--- src/shared/gmr_pkg.sv ---
// gmr_pkg: constants, reset values and carrier types of the global register bank
// assumes: one 40 MHz clock, classic wishbone register access, eight links
//
// Notes on behaviour
// - idle monitor codes route no path
// - top bit clear selects receiver of link
// - top bit set selects transmitter of link
// - first link observes the selected path
// - direction bit: zero output, one input
// - output pin drives written level bit
// - input pin level reads back, writes ignored
// - second refclk follows selected recovered clock
// - first refclk follows its own selection
// - on signal loss output master clock or high
// - summary bit n-1 shows link n pending
// - free one-second timer sets expiry flag
// - writing one clears expiry flag
// - interrupt only when enable and flag set
// - any software reset write restores defaults
package gmr_pkg;

    localparam int unsigned NUM_LINKS = 8;

    // register indices; byte address is four times the index
    localparam logic [5:0] IDX_SOFT_RESET = 6'h04;
    localparam logic [5:0] IDX_PATH_MONITOR_SELECT = 6'h05;
    localparam logic [5:0] IDX_GPIO_CONTROL = 6'h06;
    localparam logic [5:0] IDX_REFCLK_OUTPUT_SELECT = 6'h07;
    localparam logic [5:0] IDX_LINK_INTERRUPT_SUMMARY = 6'h09;
    localparam logic [5:0] IDX_SECOND_TIMER_IRQ_ENABLE = 6'h0A;
    localparam logic [5:0] IDX_SECOND_TIMER_IRQ_FLAG = 6'h0B;

    // field positions
    localparam int unsigned POS_MON = 0;
    localparam int unsigned POS_DIR = 0;
    localparam int unsigned POS_LEVEL = 2;
    localparam int unsigned POS_REFA = 0;
    localparam int unsigned POS_REFB = 3;
    localparam int unsigned POS_TMR = 0;

    // reset values
    localparam logic [3:0] RST_MON = 4'h0;
    localparam logic [1:0] RST_DIR = 2'h3;
    localparam logic [1:0] RST_LEVEL = 2'h0;
    localparam logic [2:0] RST_REFSEL = 3'h0;
    localparam logic RST_TMR_EN = 1'b0;
    localparam logic RST_TMR_FLAG = 1'b0;

    // timing
    localparam int unsigned CLK_KHZ = 40000;
    localparam int unsigned TIMER_PERIOD_MS = 1000;
    localparam int unsigned TIMER_CYCLES = CLK_KHZ * TIMER_PERIOD_MS;

    typedef struct packed {
        logic cyc;
        logic stb;
        logic we;
        logic [7:0] adr;
        logic [3:0] sel;
        logic [31:0] dat;
    } gmr_wb_req_t;

    typedef struct packed {
        logic ack;
        logic [31:0] dat;
    } gmr_wb_rsp_t;

    typedef struct packed {
        logic [3:0] monitor_path_select;
        logic [1:0] level;
        logic [1:0] dir;
        logic [2:0] refclk_b_link_select;
        logic [2:0] refclk_a_link_select;
        logic second_timer_irq_enable_bit;
        logic second_timer_expired_flag;
    } gmr_cfg_t;

    typedef struct packed {
        logic active;
        logic tx;
        logic [2:0] link;
    } gmr_mon_route_t;

    localparam gmr_cfg_t RST_CFG = '{
        monitor_path_select: RST_MON,
        level: RST_LEVEL,
        dir: RST_DIR,
        refclk_b_link_select: RST_REFSEL,
        refclk_a_link_select: RST_REFSEL,
        second_timer_irq_enable_bit: RST_TMR_EN,
        second_timer_expired_flag: RST_TMR_FLAG
    };

endpackage

--- src/logic/gmr_second_timer.sv ---
// gmr_second_timer: free-running interval counter, one pulse per period
// assumes: runs from reset on mclk, never stopped by software
`timescale 1ns/1ps
`default_nettype none

module gmr_second_timer #(
    parameter int unsigned PERIOD_CYCLES = gmr_pkg::TIMER_CYCLES
) (
    // clock and reset
    input wire logic mclk,
    input wire logic reset_n,
    // one-cycle pulse at the end of each period
    output logic tick
);

    localparam int unsigned CW = $clog2(PERIOD_CYCLES + 1);
    localparam logic [CW-1:0] LAST = CW'(PERIOD_CYCLES - 1);

    typedef struct packed {
        logic [CW-1:0] count;
        logic tick;
    } gmr_tmr_state_t;

    gmr_tmr_state_t st_r;
    gmr_tmr_state_t st_nxt;

    always_comb begin
        st_nxt = st_r;
        st_nxt.tick = 1'b0;
        if (st_r.count == LAST) begin
            st_nxt.count = '0;
            st_nxt.tick = 1'b1;
        end else begin
            st_nxt.count = st_r.count + CW'(1);
        end
    end

    always_ff @(posedge mclk or negedge reset_n) begin
        if (!reset_n) begin
            st_r <= '0;
        end else begin
            st_r <= st_nxt;
        end
    end

    assign tick = st_r.tick;

endmodule // gmr_second_timer

`default_nettype wire

--- src/logic/gmr_global_regs.sv ---
// gmr_global_regs: device-wide monitor, gpio, reference clock and timer registers
// assumes: link-side inputs arrive from other clocks and are resynchronised here;
// the per-link substitute selects come from registers on mclk
`timescale 1ns/1ps
`default_nettype none

module gmr_global_regs #(
    parameter int unsigned SECOND_CYCLES = gmr_pkg::TIMER_CYCLES
) (
    // clock and reset
    input wire logic mclk,
    input wire logic reset_n,
    // wishbone slave
    input wire gmr_pkg::gmr_wb_req_t wb_req,
    output gmr_pkg::gmr_wb_rsp_t wb_rsp,
    // per-link status from the link blocks
    input wire logic [7:0] recovered_clock,
    input wire logic [7:0] link_signal_loss,
    input wire logic [7:0] link_irq_pending,
    input wire logic [7:0] ref_substitute_on_signal_loss,
    // monitoring path towards link one
    output gmr_pkg::gmr_mon_route_t monitor_route,
    output logic [7:0] monitor_rx_enable,
    output logic [7:0] monitor_tx_enable,
    // general purpose pins
    input wire logic [1:0] gpio_in,
    output logic [1:0] gpio_out,
    output logic [1:0] gpio_oe,
    // reference clock outputs
    output logic first_reference_clock_output,
    output logic second_reference_clock_output,
    // interrupt outputs
    output logic irq,
    output logic irq_n
);

    typedef struct packed {
        gmr_pkg::gmr_cfg_t cfg;
        logic ack;
        logic [31:0] rdat;
        logic [7:0] rclk_s1;
        logic [7:0] rclk_s2;
        logic [7:0] los_s1;
        logic [7:0] los_s2;
        logic [7:0] lirq_s1;
        logic [7:0] lirq_s2;
        logic [1:0] gpio_s1;
        logic [1:0] gpio_s2;
        logic refa;
        logic refb;
        logic refa_sub;
        logic refb_sub;
        gmr_pkg::gmr_mon_route_t mon;
        logic [7:0] mon_rx;
        logic [7:0] mon_tx;
        logic irq;
    } gmr_state_t;

    gmr_state_t st_r;
    gmr_state_t st_nxt;
    logic second_tick;

    // register index of a word-aligned address, or all ones when unaligned
    function automatic logic [5:0] reg_index(input logic [7:0] adr);
        logic [5:0] idx;
        idx = adr[7:2];
        if (adr[1:0] != 2'h0) begin
            idx = 6'h3F;
        end
        return idx;
    endfunction

    // decode the four-bit monitor code into a route
    function automatic gmr_pkg::gmr_mon_route_t mon_decode(input logic [3:0] code);
        gmr_pkg::gmr_mon_route_t r;
        r.tx = code[3];
        r.link = code[2:0];
        r.active = (code[2:0] != 3'h0);
        return r;
    endfunction

    // one-hot enable for the link index when the route is active
    function automatic logic [7:0] link_onehot(input logic en, input logic [2:0] link);
        logic [7:0] v;
        v = 8'h00;
        if (en) begin
            v[link] = 1'b1;
        end
        return v;
    endfunction

    gmr_second_timer #(
        .PERIOD_CYCLES(SECOND_CYCLES)
    ) u_timer (
        .mclk(mclk),
        .reset_n(reset_n),
        .tick(second_tick)
    );

    always_comb begin
        logic req;
        logic wr_now;
        logic [5:0] idx;
        logic [7:0] wb;
        logic [7:0] rd;
        logic [1:0] gpio_rd;
        gmr_pkg::gmr_cfg_t c;
        req = 1'b0;
        wr_now = 1'b0;
        idx = 6'h00;
        wb = 8'h00;
        rd = 8'h00;
        gpio_rd = 2'h0;
        c = st_r.cfg;
        st_nxt = st_r;

        // two-stage synchronisers for link-side and pin inputs
        st_nxt.rclk_s1 = recovered_clock;
        st_nxt.rclk_s2 = st_r.rclk_s1;
        st_nxt.los_s1 = link_signal_loss;
        st_nxt.los_s2 = st_r.los_s1;
        st_nxt.lirq_s1 = link_irq_pending;
        st_nxt.lirq_s2 = st_r.lirq_s1;
        st_nxt.gpio_s1 = gpio_in;
        st_nxt.gpio_s2 = st_r.gpio_s1;

        req = wb_req.cyc & wb_req.stb;
        idx = reg_index(wb_req.adr);
        wb = wb_req.dat[7:0];
        // the write lands on the edge where ack is seen high
        wr_now = req & st_r.ack & wb_req.we & wb_req.sel[0];

        // level bits read the pin for inputs, the register for outputs
        for (int i = 0; i < 2; i++) begin
            gpio_rd[i] = c.dir[i] ? st_r.gpio_s2[i] : c.level[i];
        end

        // read mux; reserved bits and unmapped words read zero
        case (idx)
            gmr_pkg::IDX_PATH_MONITOR_SELECT: begin
                rd = {4'h0, c.monitor_path_select};
            end
            gmr_pkg::IDX_GPIO_CONTROL: begin
                rd = {4'h0, gpio_rd, c.dir};
            end
            gmr_pkg::IDX_REFCLK_OUTPUT_SELECT: begin
                rd = {2'h0, c.refclk_b_link_select, c.refclk_a_link_select};
            end
            gmr_pkg::IDX_LINK_INTERRUPT_SUMMARY: begin
                rd = st_r.lirq_s2;
            end
            gmr_pkg::IDX_SECOND_TIMER_IRQ_ENABLE: begin
                rd = {7'h00, c.second_timer_irq_enable_bit};
            end
            gmr_pkg::IDX_SECOND_TIMER_IRQ_FLAG: begin
                rd = {7'h00, c.second_timer_expired_flag};
            end
            default: begin
                rd = 8'h00;
            end
        endcase

        // single-cycle classic answer: ack one cycle after the request appears
        st_nxt.ack = req & ~st_r.ack;
        if (req & ~st_r.ack) begin
            st_nxt.rdat = {24'h000000, rd};
        end

        // register writes
        if (wr_now) begin
            case (idx)
                gmr_pkg::IDX_SOFT_RESET: begin
                    c = gmr_pkg::RST_CFG;
                end
                gmr_pkg::IDX_PATH_MONITOR_SELECT: begin
                    c.monitor_path_select = wb[gmr_pkg::POS_MON +: 4];
                end
                gmr_pkg::IDX_GPIO_CONTROL: begin
                    for (int i = 0; i < 2; i++) begin
                        if (!st_r.cfg.dir[i]) begin
                            c.level[i] = wb[gmr_pkg::POS_LEVEL + i];
                        end
                    end
                    c.dir = wb[gmr_pkg::POS_DIR +: 2];
                end
                gmr_pkg::IDX_REFCLK_OUTPUT_SELECT: begin
                    c.refclk_a_link_select = wb[gmr_pkg::POS_REFA +: 3];
                    c.refclk_b_link_select = wb[gmr_pkg::POS_REFB +: 3];
                end
                gmr_pkg::IDX_SECOND_TIMER_IRQ_ENABLE: begin
                    c.second_timer_irq_enable_bit = wb[gmr_pkg::POS_TMR];
                end
                gmr_pkg::IDX_SECOND_TIMER_IRQ_FLAG: begin
                    if (wb[gmr_pkg::POS_TMR]) begin
                        c.second_timer_expired_flag = 1'b0;
                    end
                end
                default: begin
                    c = c;
                end
            endcase
        end

        // expiry wins over a clear or soft reset in the same cycle
        if (second_tick) begin
            c.second_timer_expired_flag = 1'b1;
        end
        st_nxt.cfg = c;

        // monitor routing follows the stored code
        st_nxt.mon = mon_decode(c.monitor_path_select);
        st_nxt.mon_rx = link_onehot(st_nxt.mon.active & ~st_nxt.mon.tx,
                                    st_nxt.mon.link);
        st_nxt.mon_tx = link_onehot(st_nxt.mon.active & st_nxt.mon.tx,
                                    st_nxt.mon.link);

        // reference clocks: resampled recovered clock or substitute on loss
        st_nxt.refa_sub = st_r.los_s2[c.refclk_a_link_select];
        st_nxt.refb_sub = st_r.los_s2[c.refclk_b_link_select];
        st_nxt.refa = st_nxt.refa_sub ? 1'b1 : st_r.rclk_s2[c.refclk_a_link_select];
        st_nxt.refb = st_nxt.refb_sub ? 1'b1 : st_r.rclk_s2[c.refclk_b_link_select];
        if (st_nxt.refa_sub && !ref_substitute_on_signal_loss[c.refclk_a_link_select]) begin
            st_nxt.refa = 1'b0;
        end
        if (st_nxt.refb_sub && !ref_substitute_on_signal_loss[c.refclk_b_link_select]) begin
            st_nxt.refb = 1'b0;
        end

        st_nxt.irq = c.second_timer_irq_enable_bit & c.second_timer_expired_flag;
    end

    always_ff @(posedge mclk or negedge reset_n) begin
        if (!reset_n) begin
            st_r <= '0;
            st_r.cfg <= gmr_pkg::RST_CFG;
        end else begin
            st_r <= st_nxt;
        end
    end

    // substitute select: zero gives master clock, one gives a steady high
    logic refa_use_mclk;
    logic refb_use_mclk;
    assign refa_use_mclk = st_r.refa_sub
        & ~ref_substitute_on_signal_loss[st_r.cfg.refclk_a_link_select];
    assign refb_use_mclk = st_r.refb_sub
        & ~ref_substitute_on_signal_loss[st_r.cfg.refclk_b_link_select];

    assign first_reference_clock_output = refa_use_mclk ? mclk : st_r.refa;
    assign second_reference_clock_output = refb_use_mclk ? mclk : st_r.refb;

    assign wb_rsp.ack = st_r.ack;
    assign wb_rsp.dat = st_r.rdat;

    assign monitor_route = st_r.mon;
    assign monitor_rx_enable = st_r.mon_rx;
    assign monitor_tx_enable = st_r.mon_tx;

    assign gpio_out = st_r.cfg.level;
    assign gpio_oe = ~st_r.cfg.dir;

    assign irq = st_r.irq;
    assign irq_n = ~st_r.irq;

endmodule // gmr_global_regs

`default_nettype wire

--- config.mk ---
export PLATFORM = sky130hd
export DESIGN_NAME = gmr_global_regs
export DESIGN_NICKNAME = d
export VERILOG_FILES = /design/src/shared/gmr_pkg.sv /design/src/logic/gmr_second_timer.sv /design/src/logic/gmr_global_regs.sv
export SDC_FILE = /design/constraint.sdc
export NUM_CORES = 1
export LEC_CHECK = 0
export BUFFER_PORTS_ARGS = -buffer_cell sky130_fd_sc_hd__buf_2
export CORE_ASPECT_RATIO = 1.2
export CORE_MARGIN = 2
export CORE_UTILIZATION = 35
export CTS_CLUSTER_DIAMETER = 150
export DETAILED_ROUTE_END_ITERATION = 16
export PLACE_DENSITY_LB_ADDON = 0.1
export SKIP_LAST_GASP = 1
export SYNTH_ARGS = -nofsm -noshare
export SYNTH_HDL_FRONTEND = slang
export SYNTH_HIERARCHICAL = 1
export SYNTH_SLANG_ARGS = --single-unit
--- constraint.sdc ---
create_clock -name mclk -period 3.78 [get_ports mclk]
set_input_delay 0.945 -clock mclk [delete_from_list [all_inputs] [get_ports mclk]]
set_output_delay 0.945 -clock mclk [all_outputs]
set_load 0.05 [all_outputs]
# [Word-level counts from Yosys, hierarchy flattened]
# Index checks and enable logic that the tools add are counted.
[word_totals] regBits=130 in_bits=83 out_inout_bits=62 wordCells=116
[op_classes] addsub=1 n_lt_le_gt_ge=6 n_eq_ne=10 mux=42 n_bitwise=16 n_reduce_logical=11
[ops] op="one-hot mux 8 bit (6 select lines)" n=1
[ops] op="adder 26 x 1 -> 26 bit (second input constant)" n=1
[ops] op="== test 26 bit (second input constant)" n=1
[ops] op="two-way mux 26 bit" n=1
[ops] op="binary-select mux 1 bit (select 3 bit)" n=8
[ops] op="== test 6 x 3 -> 1 bit (second input constant)" n=4
[ops] op="two-way mux 1 bit" n=22
[ops] op="< comparator 3 x 4 -> 1 bit (second input constant)" n=5
[ops] op="== test 6 x 4 -> 1 bit (second input constant)" n=3
[ops] op="two-way mux 16 bit" n=1
[ops] op="two-way mux 8 bit" n=2
[ops] op="one-hot mux 4 bit (2 select lines)" n=2
[ops] op="one-hot mux 6 bit (2 select lines)" n=1
[ops] op="AND 1 bit" n=10
[ops] op="two-way mux 6 bit" n=1
[ops] op="AND reduction 3 bit" n=2
[ops] op="inverter 1 bit" n=5
[ops] op="!= test 2 bit (second input constant)" n=2
[ops] op="one-hot mux 1 bit (2 select lines)" n=2
[ops] op="nonzero test 2 bit" n=2
[ops] op="demux 1 bit (select 3 bit)" n=1
[ops] op=">= comparator 3 x 1 -> 1 bit (second input constant)" n=1
[ops] op="logical AND 1 bit" n=3
[ops] op="nonzero test 3 bit" n=1
[ops] op="3 further kinds" n=4

# [Depth between registers and ports, before layout]
[depth] word_depth=10 mapped_depth=10 mapped_depth_nobuf=8

# [Hierarchy]
# The synthesis kept the hierarchy.
[modules_own_cells] mod="gmr_global_regs" n_inst=1 cells_each=380 area_per_inst_um2=4471.8 seq_area_each_um2=2479.9
[modules_own_cells] mod="gmr_second_timer" n_inst=1 cells_each=129 area_per_inst_um2=1338.8 seq_area_each_um2=675.6

==> flow_summary.toml <==
[drt]
avgViaCountPerCell = 4.79
wl_per_cell_um = 15.5
ant_nets = 0
drt_iter0_drc = 254
vias = 3872
drt_pre_antenna_iters = 4
drt-total-wl_um = 12600
drc_errors = 0

[hold_path]
hold_path_class = "reg2reg"

[sta]
setup_viol = 0
fin_skew_ns = 0.00413
max_slew_margin_pct = 29.7
maxSlewViolCount = 0
finalHoldViolCount = 0
tightest_slew_ns = 1.05
final.setup.tns_ns = 0
hold_ws_ns = 0.345
rsz0062_at_grt = "no"

[synthesis]
ys_ff_latch = 126
yosys_warnings = 6
synth_edf_count = 0
synthArstFlopShare_pct = 100
synth_top_flop_cell = "dfrtp_1"
mappedNetlistArea_um2 = 5810
synth_cells = 509
ys_seq_area_share_pct = 54.3
ys_types = 67
synth.avg_cell_area_um2 = 11.4

[worst_setup_path]
reg2reg_slack_ns = 1.27
cp_data_arrival_time_ns = 2.65
setup.worst_path.class = "clk2out"
start_kind = "clock port"
worstPathMaxFanout = 2
cp_data_required_time_ns = 2.83
end_kind = "output pin"

[final_layout]
syn_to_final_growth_pct = 18.6
multi_input_area_um2 = 2190
final_cell_mix = "dfrtp_1 (124), buf_2 (90), nor2_1 (42)"
layout.cells.non_filler = 809
final_common_cell = "dfrtp_1"
drive_gt1_share_pct = 27.3
fill_cells = 1603
layout.area.seq_um2 = 3160
nNetsFinal = 671
diodes = 0

[clock_tree]
cts_setup_buffers = 0
cts_tree = "done"
postCtsHoldBufs = 0
path_clk_slew_ns = 0.05
clk_latency_ns = 0.52
cts_resized = 0

[power_and_ir_drop]
ir_drop_uv = 318
p_leak_nw = 3.20
finalPower_mw = 3.63
powerDensity_nw_per_um2 = 526

[flow_run]
drv_cap = 0

[placement]
post-dp-hpwl_um = 8980
numPortBuffers = 91
gp_congestion = 0.860
placed_cells = 775

[floorplanning]
die_h_um = 145
die_x_um = 122
core_area_um2 = 16300
initial_utilization_pct = 35.7
io_pins = 145
rows = 51
die-area_um2 = 17700

[global_route]
grt_max_degree = 83
grt_pass1_wl_um = 20700
grt_overflow = 0
grt_use_total_pct = 15.4
first_global_vias = 4024
antenna_found_initial = 0

[run_status]
status = "finished clean"
[cell type report]
| class | count | area share (%) |
|---|---|---|
| timing repair buffer | 96 | 7.44 |
| inverter | 14 | 0.762 |
| sequential | 126 | 45.8 |
| clock buffer | 26 | 8.37 |
| clock inverter | 10 | 2.01 |
| multi-input combinational | 325 | 31.8 |
| tap | 212 | 3.85 |
[stage by stage]
| step | instance area (um^2) | setup slack, ns | utilization (%) |
|---|---|---|---|
| 2_1_floorplan | 5900 | 0.574 | - |
| 5_1_grt | 6890 | 0.174 | 42.4 |
| 4_1_cts | 6890 | 0.161 | 42.4 |
| 3_3_place_gp | 6190 | 0.231 | 38.0 |
| 6_report | 6890 | 0.182 | 42.4 |
| 3_5_place_dp | 6190 | 0.212 | 38.0 |
[state kept, by name, summed over array words and instances, names as in the netlist, 2 cells and up]
register / cells
st_nxt: 26
gpio_out: 2
monitor_route: 3
monitor_tx_enable: 8
u_timer/st_r: 26
st_r: 42
wb_rsp: 9
monitor_rx_enable: 8
[critical path: stages]
cell       delay [ns]
clkbuf_16        0.13
clkbuf_16        0.13
mux2_2           0.29
buf_2            0.22
[worst paths after layout]
path,depth (start not counted),from,endpoint
min reg2reg,0,st_nxt[50],st_r[50]
max in group asynchronous,2,reset_n,st_nxt[35]
min,0,st_nxt[50],st_r[50]
min in group asynchronous,1,reset_n,monitor_tx_enable[4]
max reg2reg,9,wb_rsp[32],st_r[24]
max,4,mclk,second_reference_clock_output
[power breakdown]
group	total, mW	leakage (nW)	switching, mW	internal, mW
Sequential	1.42	1.55	0.0234	1.39
Clock	1.93	0.351	0.655	1.28
Combinational	0.277	1.30	0.178	0.0987
Total	3.63	3.20	0.856	2.77
[per-layer routing]
metal	share of wire (%)	wire (um)	vias to the layer above	global-route usage, %
met1	43	5460	1887	18.8
met4	2.6	325	0	9.25
li1	-	-	1863	-
met5	0	0	-	0
met3	3.9	490	19	4.09
met2	50	6290	103	24.1
[cells in the mapped netlist (3+ instances only)]
master,count,share of area (%)
a21oi_1,10,0.86
a22o_1,10,1.5
a22oi_1,11,1.4
and3_1,6,0.65
and4_1,4,0.60
buf_4,57,7.4
buf_6,4,0.78
clkbuf_1,6,0.39
dfrtp_1,124,53
inv_1,14,0.90
mux2_2,3,0.58
mux2i_1,25,4.3
mux4_2,4,1.6
nand2_1,41,2.6
nand2b_1,5,0.54
nand3_1,21,1.8
nand4_1,8,0.86
nor2_1,42,2.7
nor2b_1,5,0.54
nor3_1,6,0.52
o21ai_0,14,1.2
o22ai_1,6,0.65
or2_2,3,0.32
or3_1,3,0.32
or4_4,4,0.78
xnor2_1,13,2.0
xor2_1,7,1.1
[cells by family after synthesis]
kind of cell               Yosys count  share of synthesized area, %
muxes                               34                          6.83
AOI/OAI and AO/OA                   74                          9.99
buffers and inverters               83                          9.60
other                                1                        0.0645
adders and majority gates            2                         0.431
xor gates and xnor gates            20                          3.01
DFF                                126                          54.3
and+or+nand+nor                    169                          15.8
No activity file was read; power rests on OpenSTA's default activity.
